[src/epv_regs.svh]
// Constants of the exception priority and vector unit
`ifndef EPV_REGS_SVH
`define EPV_REGS_SVH
`define EPV_VEC_RESET 8'h00
`define EPV_VEC_ILLEGAL 8'h04
`define EPV_VEC_TRACE 8'h05
`define EPV_VEC_NMI 8'h07
`define EPV_VEC_TRAP0 8'h08
`define EPV_VEC_CPU_AERR 8'h0C
`define EPV_VEC_DMA_AERR 8'h0D
`define EPV_VEC_IRQ_FIRST 8'h40
`define EPV_VEC_IRQ_LAST 8'h4F
`define EPV_VEC_INT_FIRST 8'h51
`define EPV_VEC_SHIFT 2
`define EPV_OFFSET_BITS 16
`define EPV_ADDR_BITS 24
`define EPV_MODE_USER_BOOT 3'h1
`define EPV_MODE_BOOT 3'h2
`define EPV_MODE_ADV 3'h3
`define EPV_ICM_RESET 2'h0
`define EPV_ICM_TRACE 2'h2
`define EPV_VBR_RESET 32'h00000000
`define EPV_EXR_MASK_SET 3'h7
`define EPV_RES_MIN_CYC 20
`endif

[src/epv_pkg.sv]
// Types and decode functions of the exception priority and vector unit
`include "epv_regs.svh"
package epv_pkg;
  typedef enum logic [2:0] {
    ST_RESET = 3'h0,
    ST_RUN = 3'h1,
    ST_STACK = 3'h2,
    ST_FETCH = 3'h3,
    ST_LOAD = 3'h4
  } epv_state_t;

  typedef enum logic [2:0] {
    SRC_NONE = 3'h0,
    SRC_RESET = 3'h1,
    SRC_ILLEGAL = 3'h2,
    SRC_TRACE = 3'h3,
    SRC_AERR = 3'h4,
    SRC_IRQ = 3'h5,
    SRC_TRAP = 3'h6
  } epv_src_t;

  // Vectors fetched relative to the vector base
  function automatic logic vec_uses_base(input logic [7:0] v);
    return !(v == `EPV_VEC_RESET || v == `EPV_VEC_CPU_AERR);
  endfunction

  // Vectors that an interrupt request may carry
  function automatic logic vec_is_int(input logic [7:0] v);
    return (v == `EPV_VEC_NMI) || (v >= `EPV_VEC_IRQ_FIRST && v <= `EPV_VEC_IRQ_LAST)
      || (v >= `EPV_VEC_INT_FIRST);
  endfunction
endpackage

[src/epv_vec_addr.sv]
// Vector table address from vector number and vector base
`include "epv_regs.svh"
module epv_vec_addr #(
  parameter int ADDR_BITS = `EPV_ADDR_BITS
) (
  // Vector selection
  input wire logic [7:0] vec_num_i,
  input wire logic [31:0] vector_base_i,
  // Table address
  output logic [ADDR_BITS-1:0] addr_o
);
  logic [`EPV_OFFSET_BITS-1:0] offset;
  logic [31:0] full;

  // Four bytes per entry, offset is the low half of the address
  always_comb
  begin
    offset = {6'h00, vec_num_i, 2'h0};
    if (epv_pkg::vec_uses_base(vec_num_i))
      full = vector_base_i + {16'h0000, offset};
    else
      full = {16'h0000, offset};
    addr_o = full[ADDR_BITS-1:0];
  end
endmodule

[src/epv_unit.sv]
// Exception priority selection, vector fetch and mode decode
`include "epv_regs.svh"
// What this block does
// - Mode 1 is user boot; otherwise behaves like mode 3.
// - Mode 2 is flash boot; otherwise behaves like mode 3.
// - Mode 3: advanced 16 Mbyte addressing, single chip, on-chip ROM on.
// - Fixed priority: reset, illegal, trace, address error, interrupt, trap.
// - Held in reset while pin low; reset handling on release or watchdog.
// - Undefined instruction code raises the illegal instruction exception.
// - Trace after each completion when single-step set and control mode 2.
// - No trace after the return-from-handler instruction.
// - CPU address error handling waits until the current instruction completes.
// - Pending interrupt taken when the current instruction completes.
// - No interrupt sampling after flag-changing instructions or reset handling.
// - Software trap always accepted in program execution.
// - Reset and CPU address error use offset alone; others add vector base.
// - Each source has its own vector number; reserved numbers never used.
// - Four-byte entries at four times vector number, low 16 address bits.
// - DMA address error comes from transfer controllers, not CPU accesses.
// - Handler address read from the table and handed to program counter.
// - Reset pin low halts everything at once, above any exception.
// - Watchdog overflow resets the whole chip like the reset pin.
// - Reset initialises CPU and peripherals; interrupt control mode becomes 0.
// - Reset clears vector base and single-step, sets all mask bits.
// - After reset all interrupts blocked until the stack pointer is set.
// - Address error saves program counter and both status words first.
module epv_unit #(
  parameter int ADDR_BITS = `EPV_ADDR_BITS
) (
  // Clock and reset
  input wire logic clock_i,
  input wire logic nrst_i,
  input wire logic wdt_overflow_i,
  input wire logic [2:0] mode_i,
  // Sequencer events
  input wire logic instr_done_i,
  input wire logic instr_rte_i,
  input wire logic flag_and_instr_i,
  input wire logic flag_or_instr_i,
  input wire logic flag_xor_instr_i,
  input wire logic flag_load_instr_i,
  input wire logic undef_instr_i,
  input wire logic trap_i,
  input wire logic [1:0] trap_num_i,
  input wire logic cpu_addr_err_i,
  input wire logic sp_set_i,
  // Transfer controller faults
  input wire logic data_transfer_ctrl_err_i,
  input wire logic dmac_err_i,
  // Interrupt controller
  input wire logic irq_req_i,
  input wire logic [7:0] irq_vec_i,
  // Status writes
  input wire logic vbr_wr_i,
  input wire logic [31:0] vbr_data_i,
  input wire logic exr_wr_i,
  input wire logic exr_t_i,
  input wire logic [2:0] exr_mask_i,
  input wire logic ccr_wr_i,
  input wire logic ccr_mask_i,
  input wire logic icm_wr_i,
  input wire logic [1:0] icm_i,
  // Stacking and vector fetch
  input wire logic stack_done_i,
  input wire logic fetch_ack_i,
  input wire logic [31:0] fetch_data_i,
  output logic stack_req_o,
  output logic fetch_req_o,
  output logic [ADDR_BITS-1:0] fetch_addr_o,
  output logic pc_load_o,
  output logic [31:0] pc_value_o,
  // Exception status
  output logic chip_reset_o,
  output logic busy_o,
  output logic [2:0] src_o,
  output logic [7:0] vec_num_o,
  output logic irq_blocked_o,
  output logic [31:0] vector_base_o,
  output logic trace_bit_o,
  output logic [2:0] exr_mask_o,
  output logic ccr_mask_o,
  output logic [1:0] icm_o,
  // Operating mode
  output logic user_boot_o,
  output logic flash_boot_o,
  output logic advanced_o,
  output logic single_chip_o,
  output logic rom_enable_o,
  output logic mode_bad_o
);
  logic rst_meta_q;
  logic rst_n_q;
  epv_pkg::epv_state_t state_q, state_d;
  epv_pkg::epv_src_t src_q, src_d;
  logic [2:0] mode_q, mode_d;
  logic [1:0] icm_q, icm_d;
  logic [31:0] vbr_q, vbr_d;
  logic exr_t_q, exr_t_d;
  logic [2:0] exr_mask_q, exr_mask_d;
  logic ccr_mask_q, ccr_mask_d;
  logic irq_block_q, irq_block_d;
  logic ill_q, ill_d, trc_q, trc_d, aseen_q, aseen_d, aerr_q, aerr_d;
  logic dma_q, dma_d, irq_q, irq_d, trap_q, trap_d;
  logic [7:0] irqv_q, irqv_d, vec_q, vec_d;
  logic [1:0] trapn_q, trapn_d;
  logic [ADDR_BITS-1:0] fetch_addr_q, fetch_addr_d, calc_addr;
  logic [31:0] pc_q, pc_d;
  logic wdt_q;
  logic run;
  logic flag_any;

  // Reset release through two flip-flops; pin low acts at once
  always_ff @(posedge clock_i or negedge nrst_i)
  begin
    if (!nrst_i)
    begin
      rst_meta_q <= 1'b0;
      rst_n_q <= 1'b0;
    end
    else
    begin
      rst_meta_q <= 1'b1;
      rst_n_q <= rst_meta_q;
    end
  end

  epv_vec_addr #(.ADDR_BITS(ADDR_BITS)) u_vec_addr (
    .vec_num_i(vec_q),
    .vector_base_i(vbr_q),
    .addr_o(calc_addr)
  );

  assign run = (state_q == epv_pkg::ST_RUN);
  assign flag_any = flag_and_instr_i | flag_or_instr_i | flag_xor_instr_i | flag_load_instr_i;

  // Next state: pending events, priority pick, vector sequence
  always_comb
  begin
    state_d = state_q;
    src_d = src_q;
    mode_d = mode_q;
    icm_d = icm_q;
    vbr_d = vbr_q;
    exr_t_d = exr_t_q;
    exr_mask_d = exr_mask_q;
    ccr_mask_d = ccr_mask_q;
    irq_block_d = irq_block_q;
    ill_d = ill_q;
    trc_d = trc_q;
    aseen_d = aseen_q;
    aerr_d = aerr_q;
    dma_d = dma_q;
    irq_d = irq_q;
    irqv_d = irqv_q;
    trap_d = trap_q;
    trapn_d = trapn_q;
    vec_d = vec_q;
    fetch_addr_d = fetch_addr_q;
    pc_d = pc_q;
    // Software writes to status state
    if (vbr_wr_i)
      vbr_d = vbr_data_i;
    if (exr_wr_i)
    begin
      exr_t_d = exr_t_i;
      exr_mask_d = exr_mask_i;
    end
    if (ccr_wr_i)
      ccr_mask_d = ccr_mask_i;
    if (icm_wr_i)
      icm_d = icm_i;
    if (sp_set_i)
      irq_block_d = 1'b0;
    unique case (state_q)
      epv_pkg::ST_RESET:
      begin
        mode_d = mode_i;
        src_d = epv_pkg::SRC_RESET;
        vec_d = `EPV_VEC_RESET;
        fetch_addr_d = calc_addr;
        state_d = epv_pkg::ST_FETCH;
      end
      epv_pkg::ST_RUN:
      begin
        if (ill_q || trc_q || aerr_q || dma_q || irq_q || trap_q)
        begin
          state_d = epv_pkg::ST_STACK;
          exr_t_d = 1'b0;
          ccr_mask_d = 1'b1;
          // Fixed order, highest first
          if (ill_q)
          begin
            ill_d = 1'b0;
            src_d = epv_pkg::SRC_ILLEGAL;
            vec_d = `EPV_VEC_ILLEGAL;
          end
          else if (trc_q)
          begin
            trc_d = 1'b0;
            src_d = epv_pkg::SRC_TRACE;
            vec_d = `EPV_VEC_TRACE;
          end
          else if (aerr_q)
          begin
            aerr_d = 1'b0;
            src_d = epv_pkg::SRC_AERR;
            vec_d = `EPV_VEC_CPU_AERR;
          end
          else if (dma_q)
          begin
            dma_d = 1'b0;
            src_d = epv_pkg::SRC_AERR;
            vec_d = `EPV_VEC_DMA_AERR;
          end
          else if (irq_q)
          begin
            irq_d = 1'b0;
            src_d = epv_pkg::SRC_IRQ;
            vec_d = irqv_q;
          end
          else
          begin
            trap_d = 1'b0;
            src_d = epv_pkg::SRC_TRAP;
            vec_d = `EPV_VEC_TRAP0 + {6'h00, trapn_q};
          end
        end
      end
      epv_pkg::ST_STACK:
      begin
        if (stack_done_i)
        begin
          fetch_addr_d = calc_addr;
          state_d = epv_pkg::ST_FETCH;
        end
      end
      epv_pkg::ST_FETCH:
      begin
        if (fetch_ack_i)
        begin
          pc_d = fetch_data_i;
          state_d = epv_pkg::ST_LOAD;
        end
      end
      epv_pkg::ST_LOAD:
        state_d = epv_pkg::ST_RUN;
      default:
        state_d = epv_pkg::ST_RESET;
    endcase
    // New events after the pick so that a set wins over the clear
    if (run && undef_instr_i)
      ill_d = 1'b1;
    if (run && instr_done_i && exr_t_q && icm_q == `EPV_ICM_TRACE && !instr_rte_i)
      trc_d = 1'b1;
    if (run && cpu_addr_err_i)
      aseen_d = 1'b1;
    if (run && instr_done_i && (aseen_q || cpu_addr_err_i))
    begin
      aseen_d = 1'b0;
      aerr_d = 1'b1;
    end
    if (data_transfer_ctrl_err_i || dmac_err_i)
      dma_d = 1'b1;
    if (run && instr_done_i && irq_req_i && !flag_any && !irq_block_q
        && epv_pkg::vec_is_int(irq_vec_i) && !irq_q)
    begin
      irq_d = 1'b1;
      irqv_d = irq_vec_i;
    end
    if (trap_i && state_q != epv_pkg::ST_RESET && !trap_q)
    begin
      trap_d = 1'b1;
      trapn_d = trap_num_i;
    end
    // Watchdog overflow restarts everything as a pin reset would
    if (wdt_overflow_i)
    begin
      state_d = epv_pkg::ST_RESET;
      src_d = epv_pkg::SRC_NONE;
      mode_d = 3'h0;
      icm_d = `EPV_ICM_RESET;
      vbr_d = `EPV_VBR_RESET;
      exr_t_d = 1'b0;
      exr_mask_d = `EPV_EXR_MASK_SET;
      ccr_mask_d = 1'b1;
      irq_block_d = 1'b1;
      {ill_d, trc_d, aseen_d, aerr_d, dma_d, irq_d, trap_d} = 7'h00;
      irqv_d = 8'h00;
      trapn_d = 2'h0;
      vec_d = `EPV_VEC_RESET;
      fetch_addr_d = '0;
      pc_d = 32'h00000000;
    end
  end

  // Register all state; reset values match the watchdog path
  always_ff @(posedge clock_i or negedge rst_n_q)
  begin
    if (!rst_n_q)
    begin
      state_q <= epv_pkg::ST_RESET;
      src_q <= epv_pkg::SRC_NONE;
      mode_q <= 3'h0;
      icm_q <= `EPV_ICM_RESET;
      vbr_q <= `EPV_VBR_RESET;
      exr_t_q <= 1'b0;
      exr_mask_q <= `EPV_EXR_MASK_SET;
      ccr_mask_q <= 1'b1;
      irq_block_q <= 1'b1;
      {ill_q, trc_q, aseen_q, aerr_q, dma_q, irq_q, trap_q} <= 7'h00;
      irqv_q <= 8'h00;
      trapn_q <= 2'h0;
      vec_q <= `EPV_VEC_RESET;
      fetch_addr_q <= '0;
      pc_q <= 32'h00000000;
      wdt_q <= 1'b0;
    end
    else
    begin
      state_q <= state_d;
      src_q <= src_d;
      mode_q <= mode_d;
      icm_q <= icm_d;
      vbr_q <= vbr_d;
      exr_t_q <= exr_t_d;
      exr_mask_q <= exr_mask_d;
      ccr_mask_q <= ccr_mask_d;
      irq_block_q <= irq_block_d;
      {ill_q, trc_q, aseen_q, aerr_q, dma_q, irq_q, trap_q}
        <= {ill_d, trc_d, aseen_d, aerr_d, dma_d, irq_d, trap_d};
      irqv_q <= irqv_d;
      trapn_q <= trapn_d;
      vec_q <= vec_d;
      fetch_addr_q <= fetch_addr_d;
      pc_q <= pc_d;
      wdt_q <= wdt_overflow_i;
    end
  end

  // Handshakes and status outputs
  assign chip_reset_o = !rst_n_q || wdt_q;
  assign stack_req_o = (state_q == epv_pkg::ST_STACK);
  assign fetch_req_o = (state_q == epv_pkg::ST_FETCH);
  assign pc_load_o = (state_q == epv_pkg::ST_LOAD);
  assign busy_o = !run;
  assign fetch_addr_o = fetch_addr_q;
  assign pc_value_o = pc_q;
  assign src_o = src_q;
  assign vec_num_o = vec_q;
  assign irq_blocked_o = irq_block_q;
  assign vector_base_o = vbr_q;
  assign trace_bit_o = exr_t_q;
  assign exr_mask_o = exr_mask_q;
  assign ccr_mask_o = ccr_mask_q;
  assign icm_o = icm_q;

  // Mode decode; modes 1 and 2 otherwise run as mode 3
  assign user_boot_o = (mode_q == `EPV_MODE_USER_BOOT);
  assign flash_boot_o = (mode_q == `EPV_MODE_BOOT);
  assign advanced_o = (mode_q >= `EPV_MODE_USER_BOOT) && (mode_q <= `EPV_MODE_ADV);
  assign single_chip_o = advanced_o;
  assign rom_enable_o = advanced_o;
  assign mode_bad_o = !advanced_o && (state_q != epv_pkg::ST_RESET);
endmodule

[config.mk]
export PLATFORM = sky130hd
export DESIGN_NAME = epv_unit
export DESIGN_NICKNAME = d
export VERILOG_FILES = /design/src/epv_pkg.sv /design/src/epv_vec_addr.sv /design/src/epv_unit.sv
export VERILOG_INCLUDE_DIRS = /design/src
export SDC_FILE = /design/constraint.sdc
export NUM_CORES = 1
export LEC_CHECK = 0
export BUFFER_PORTS_ARGS = -buffer_cell sky130_fd_sc_hd__clkbuf_2
export CELL_PAD_IN_SITES_DETAIL_PLACEMENT = 0
export CELL_PAD_IN_SITES_GLOBAL_PLACEMENT = 2
export CORE_MARGIN = 2
export CORE_UTILIZATION = 27
export CTS_BUF_LIST = sky130_fd_sc_hd__clkbuf_4 sky130_fd_sc_hd__clkbuf_8 sky130_fd_sc_hd__clkbuf_16
export DETAILED_ROUTE_END_ITERATION = 8
export GPL_TIMING_DRIVEN = 0
export MAX_ROUTING_LAYER = met4
export PLACE_DENSITY = 0.83
export SLEW_MARGIN = 20
export SYNTH_ARGS = -nofsm -noshare
export SYNTH_HDL_FRONTEND = slang
export SYNTH_SLANG_ARGS = --single-unit
[constraint.sdc]
create_clock -name clock_i -period 3.6 [get_ports clock_i]
set_input_delay 0 -clock clock_i [delete_from_list [all_inputs] [get_ports clock_i]]
set_output_delay 0 -clock clock_i [all_outputs]
set_load 0.02 [all_outputs]
==> impl_metrics.py, run 1 <==
metrics = {
    "logic_synthesis": {
        "synth_area_per_cell_um2": 10.3,
        "synth_most_common_cell": "dfrtp_1",
        "yosysUniqueCellTypes": 59,
        "synthFlopType": "dfrtp_1",
        "syn_nets": 724,
        "yosys-top-cells-count": "dfrtp_1, nand2_1, nor2_1, a21oi_1, mux2i_1",
        "synth-seq-cells": 133,
        "async_flop_share_pct": 100,
        "synth-seq-area-share_pct": 53.1,
        "synth_edf_count": 0,
        "synth_area_um2": 6280,
        "synth_warnings": 0,
        "syn_inst": 609,
        "synthTopCellsByArea": "dfrtp_1, mux2i_1, nand2_1",
        "synth.largest_area_cell": "dfrtp_1",
        "yosysTopAreaCellShare_pct": 51.0,
    },
    "global_route": {
        "grt_max_degree": 37,
        "grtUsageTotal_pct": 17.7,
        "antenna_found_initial": 0,
        "grt-ovfl-total": 0,
        "grt_pass1_vias": 5855,
        "grt_first_pass_wirelength_mm": 32.7,
    },
    "place": {
        "place_congestion": 0.794,
        "place_inst": 1119,
        "dp_hpwl_mm": 15.1,
        "port-buffer-count": 222,
        "placed_cell_area_um2": 7810,
    },
    "critical_path": {
        "critPathRequiredTime_ps": 3910,
        "worst-path-max-fanout": 8,
        "setup.worst_path.end_class": "flop",
        "critPathKind": "reg2reg",
        "startpoint_type": "flop",
        "cp.arrival_ps": 2880,
    },
    "clock_network": {
        "cts_tree": "yes",
        "cts_sinks": 133,
        "hold_buffers": 101,
        "root_buffer": "clkbuf_16",
        "cts_post_setup_buffers_inserted": 0,
        "cts_resized": 0,
        "htreeDepth": 4,
        "clk_pin_slew_worst_paths_ps": 60,
        "clock_latency_ps": 420,
        "clk_path_buf_depth": 2,
        "cts_buffers": 17,
    },
    "outcome": {
        "status": "completed",
    },
    "cells_and_area": {
        "design_area_um2": 9390,
        "layout.cells.non_filler": 1252,
        "final_util_pct": 41.4,
        "final_layout_size_suffix_gt1_share_pct": 29.5,
        "seqCellArea_um2": 3340,
        "multi_input_area_um2": 2740,
        "antenna_cells": 0,
        "area_growth_pct": 49.7,
        "nets": 1069,
        "nFillCells": 2316,
    },
    "die": {
        "initial_core_util_pct": 27.6,
        "die_x_um": 156,
        "die_y_um": 156,
        "design.core.area_um2": 22700,
        "rows": 55,
        "fp.dieArea_um2": 24500,
        "io_pins": 224,
    },
    "routing": {
        "drt_iter0_markers": 245,
        "drcViolationCount": 0,
        "num_vias": 5898,
        "drt_first_pass_iters": 4,
        "viasPerCell": 4.71,
        "ant_nets": 0,
        "wl_per_cell_um": 16.4,
        "wl_mm": 20.6,
    },
    "sta": {
        "worst_clock_skew_ps": 13.6,
        "hold_ws_ps": 22.9,
        "setup_viol": 0,
        "hold_viol": 0,
        "relSlewSlack_pct": 46.7,
        "worst_slew_pin_slew_ps": 794,
        "fmax_ghz": 0.388,
        "setup_tns_ps": 0,
        "slew_violations": 0,
        "rsz0062_at_grt": "no",
        "fin_crit_ps": 2580,
        "period_share_pct": 71.6,
    },
    "power_and_ir_drop": {
        "total_leakage_power_uw": 0.00463,
        "peakVddDrop_uv": 289,
        "p_per_area_nw_per_um2": 452,
    },
    "min_path": {
        "worstHoldPathType": "in2reg",
    },
    "job": {
        "maxCapViolations": 0,
    },
}
## worst paths after layout
check | start | to | slack, ps | cells past startpoint
max | vec_num_o[0] | fetch_addr_o[20] | 1020 | 7
min | fetch_ack_i | pc_value_o[6] | 20 | 4
max reg2reg | vec_num_o[0] | fetch_addr_o[20] | 1020 | 7
min reg2reg | rst_n_q | pc_value_o[29] | 290 | 0
max in group asynchronous | rst_n_q | ccr_mask_o | 2660 | 1
min in group asynchronous | rst_n_q | pc_value_o[29] | 290 | 0
## routing by layer
layer  GRT usage (%)  up-vias  wire length (µm)  part of all wire, %
met4            3.63        0               138                 0.67
met3            3.93       12              1020                  5.0
met2            28.1      204              9720                   47
met5               -        -                 0                    0
li1                -     2864                 -                    -
met1            23.4     2818              9690                   47
## cells by family (layout without fill, tap and decap cells)
kind of cell / count (synthesis) / in the layout / synth area share, %
xor gates and xnor gates: 12 / 12 / 1.67
DFF: 133 / 133 / 53.1
adders and majority gates: 9 / 9 / 1.91
and+or+nand+nor: 226 / 226 / 17.3
muxes: 52 / 52 / 8.29
other: 1 / 1 / 0.0598
buffers and inverters: 43 / 401 / 3.25
AOI/OAI and AO/OA: 133 / 133 / 14.4
## flip-flops by register name (all words and copies together), names as in the netlist, 2 cells and up
signal	cells
exr_mask_o	3
fetch_addr_o	24
icm_o	2
irqv_q	8
mode_q	3
pc_value_o	32
src_o	3
state_q	3
trapn_q	2
vec_num_o	8
vector_base_o	32
## through the flow
| stage | setup WS (ps) | total power (µW) |
|---|---|---|
| floorplan | 1280 | 2160 |
| global placement | 368 | 2460 |
| detailed placement | 1040 | 2470 |
| CTS | 1020 | 4310 |
| global route | 823 | 4460 |
| finish | 1020 | 4250 |
## report_power, final
part / leakage [µW] / switching, µW / internal (µW) / total [µW]
logic: 0.00256 / 497 / 352 / 850
registers: 0.00179 / 86.0 / 1590 / 1670
clock network: 0.000275 / 749 / 980 / 1730
total: 0.00463 / 1330 / 2920 / 4250
## cells in the final DEF, fill, tap and decap left out, drive strengths merged, types with 4 or more instances in the layout
master and count:
xnor2 5, and3 5, dlygate4sd3 101, nor3 5
nor2b 9, nor3b 5, or4b 7, o21ai 14
a21o 7, a22o 19, dfrtp 128, a21oi 52
inv 15, o31ai 4, buf 20, clkbuf 259
nor2 71, nand2 86, a211oi 9, dfstp 5
mux2i 52, a32oi 8, nand3 20, xor2 7
ha 8
## critical path: stages, from the launching register on
cell and delay [ps]:
dfrtp_1 460, ha_1 270, fa_1 410, a21o_1 220
a22oi_1 540, a211oi_1 180, xor2_1 190, a22o_1 200
## area by class of cell
type | instances | area share (%)
plain buffers | 36 | 1.89
clock inverters | 14 | 1.52
well taps | 285 | 3.80
inverters | 7 | 0.280
repair buffers | 326 | 23.2
flip-flops and latches | 133 | 35.5
multi-input cells | 433 | 29.1
clock buffers | 18 | 4.61
No activity file was read; power rests on OpenSTA's default activity.
==> inputs of run 2 (changes only) <==
- ABC_AREA: unset -> 1
- CORE_UTILIZATION: 27 -> 28
- PLACE_DENSITY: 0.83 -> 0.87
- clock period: 3.6 -> 2.6 ns (I/O delays scaled with it)
==> run 2 against run 1 <==
Net effect: total power grew 57%; clock power rose by 34%; area after synthesis rose by 6.1%; critical endpoint is now icm_o[0]; largest cell class unchanged.
==> impl_metrics.py, run 2 <==
metrics = {
    "logic_synthesis": {
        "synth.largest_area_cell": "dfrtp_1",
        "async_flop_share_pct": 100,
        "synth_edf_count": 0,
        "synth-seq-cells": 133,
        "synth_compound_area_share_pct": 9.20,
        "synth_warnings": 0,
        "synth_top_family_by_area": "simple AND/OR/NAND/NOR gates",
        "synthMuxAreaShare_pct": 0.150,
        "syn_inst": 838,
        "yosys-top-cells-count": "nand2_1, dfrtp_1, nand3_1, inv_1",
        "syn_nets": 953,
        "synth_most_common_cell": "nand2_1",
        "synth_area_per_cell_um2": 7.95,
        "synthTopCellsByArea": "dfrtp_1, nand2_1, nand3_1",
        "yosysTopAreaCellShare_pct": 48.1,
        "synth_area_um2": 6660,
        "synth-xor-area-share_pct": 0.394,
        "synthFlopType": "dfrtp_1",
        "yosysUniqueCellTypes": 39,
        "synth-simple-area-share_pct": 30.0,
        "synth-adder-area-share_pct": 1.80,
        "synth-seq-area-share_pct": 50.1,
    },
    "critical_path": {
        "critPathRequiredTime_ps": 2950,
        "worst-path-max-fanout": 10,
        "reg2reg_slack_ps": 490,
        "critPathKind": "in2reg",
        "setup.worst_path.end_class": "flop",
        "cp.arrival_ps": 2670,
        "startpoint_type": "primary input",
    },
    "cells_and_area": {
        "design_area_um2": 9980,
        "layout.cells.non_filler": 1532,
        "mostFrequentLayoutCell": "nand2_1",
        "nets": 1315,
        "layout_common_cells": "nand2_1, clkbuf_2, dfrtp_1",
        "final_layout_size_suffix_gt1_share_pct": 26.1,
        "antenna_cells": 0,
        "area_growth_pct": 49.8,
        "final_util_pct": 42.6,
    },
    "clock_network": {
        "cts_post_setup_buffers_inserted": 0,
        "cts_sinks": 133,
        "clk_pin_slew_worst_paths_ps": 60,
        "htreeDepth": 4,
        "root_buffer": "clkbuf_16",
        "cts_buffers": 17,
        "cts_tree": "yes",
        "clock_latency_ps": 420,
        "clk_path_buf_depth": 2,
    },
    "routing": {
        "met1_length_mm": 10.1,
        "ant_nets": 0,
        "drt_first_pass_iters": 4,
        "wl_per_cell_um": 14.6,
        "viasPerCell": 4.40,
        "wl_mm": 22.4,
        "route.met2.wl_mm": 10.7,
        "drt_iter0_markers": 342,
        "drcViolationCount": 0,
        "num_vias": 6741,
        "top_layer_used": "met4",
        "met3_wirelength_mm": 1.20,
    },
    "global_route": {
        "grt_max_degree": 36,
        "grtUsageTotal_pct": 19.0,
        "grt-ovfl-total": 0,
        "grt_pass1_vias": 6765,
        "antenna_found_initial": 0,
        "grt_first_pass_wirelength_mm": 35.5,
    },
    "power_and_ir_drop": {
        "pwr-share-comb_pct": 28.6,
        "p_int_uw": 4270,
        "peakVddDrop_uv": 367,
        "seq_power_share_pct": 36.9,
        "total_leakage_power_uw": 0.00520,
        "pwr-share-clk_pct": 34.6,
        "p_per_area_nw_per_um2": 671,
        "netSwitchingFraction_pct": 36.2,
        "p_switching_uw": 2420,
    },
    "place": {
        "place_congestion": 0.834,
        "place_inst": 1382,
        "port-buffer-count": 222,
        "dp_hpwl_mm": 16.8,
        "placed_cell_area_um2": 8240,
    },
    "sta": {
        "rsz0062_at_grt": "no",
        "worst_slew_pin_slew_ps": 721,
        "hold_ws_ps": 65.0,
        "fin_crit_ps": 2310,
        "fmax_ghz": 0.432,
        "slew_violations": 0,
        "worst_clock_skew_ps": 16.2,
        "relSlewSlack_pct": 52.0,
        "period_share_pct": 89.0,
        "hold_viol": 0,
        "setup_viol": 0,
    },
    "outcome": {
        "status": "completed",
    },
    "die": {
        "io_pins": 224,
        "die_y_um": 158,
        "die_x_um": 158,
        "initial_core_util_pct": 28.5,
        "rows": 56,
        "fp.dieArea_um2": 25000,
        "design.core.area_um2": 23400,
    },
    "job": {
        "maxCapViolations": 0,
    },
    "min_path": {
        "worstHoldPathType": "in2reg",
    },
}
run 2: per-stage QoR:
stage / worst slack (ps) / TNS (ps) / power [µW]
global route: 88.8 / 0 / 7090
detailed placement: 453 / 0 / 4270
CTS: 289 / 0 / 6780
floorplan: 267 / 0 / 3620
global placement: -646 / -80670 / 4250
finish: 286 / 0 / 6690
run 2: worst paths after layout:
kind                                start                 to  depth (start not counted)
hold / removal                   vbr_wr_i  vector_base_o[20]                          3
max in group asynchronous         rst_n_q          irqv_q[6]                          2
setup / recovery           wdt_overflow_i           icm_o[0]                          8
min in group asynchronous         rst_n_q     pc_value_o[13]                          0
hold reg to reg                   rst_n_q     pc_value_o[13]                          0
setup reg to reg             vec_num_o[0]   fetch_addr_o[22]                          8
run 2: routing by layer:
layer	vias up	track usage, %
li1	3418	-
met3	29	4.57
met5	-	-
met4	0	5.71
met2	188	30.2
met1	3106	24.1
run 2: cells by family after synthesis:
family / Yosys count
flip-flops: 133
AND/OR/NAND/NOR: 449
AO/OA/AOI/OAI: 110
buffers and inverters: 132
multiplexers: 1
XOR/XNOR: 3
adder cells (fa/ha/maj): 9
other: 1
run 2: worst max-delay path, stage by stage:
cell	delay, ps
clkbuf_2	180
inv_1	240
buf_2	310
clkbuf_1	590
nand3_1	120
dlygate4sd3_1	580
o21ai_0	70
dlygate4sd3_1	560
run 2: power groups by stage:
stage | Combinational (µW) | Clock [µW] | Sequential, µW
global route | 2110 | 2480 | 2500
detailed placement | 1760 | 0 | 2500
CTS | 1930 | 2380 | 2470
floorplan | 949 | 0 | 2670
finish | 1910 | 2310 | 2470
global placement | 1720 | 0 | 2530
run 2: layout make-up:
type	instances	area [µm²]
flip-flops and latches	133	3340
clock inverters	13	115
plain buffers	31	165
multi-input cells	573	2770
clock buffers	19	447
inverters	101	389
fillers	2465	13400
well taps	319	399
repair buffers	343	2350
run 2: timing repair:
action,CTS,global route
endpoints found under the hold margin,96,0
gates resized for setup,0,0
setup endpoints to repair,0,0
hold buffers,118,0
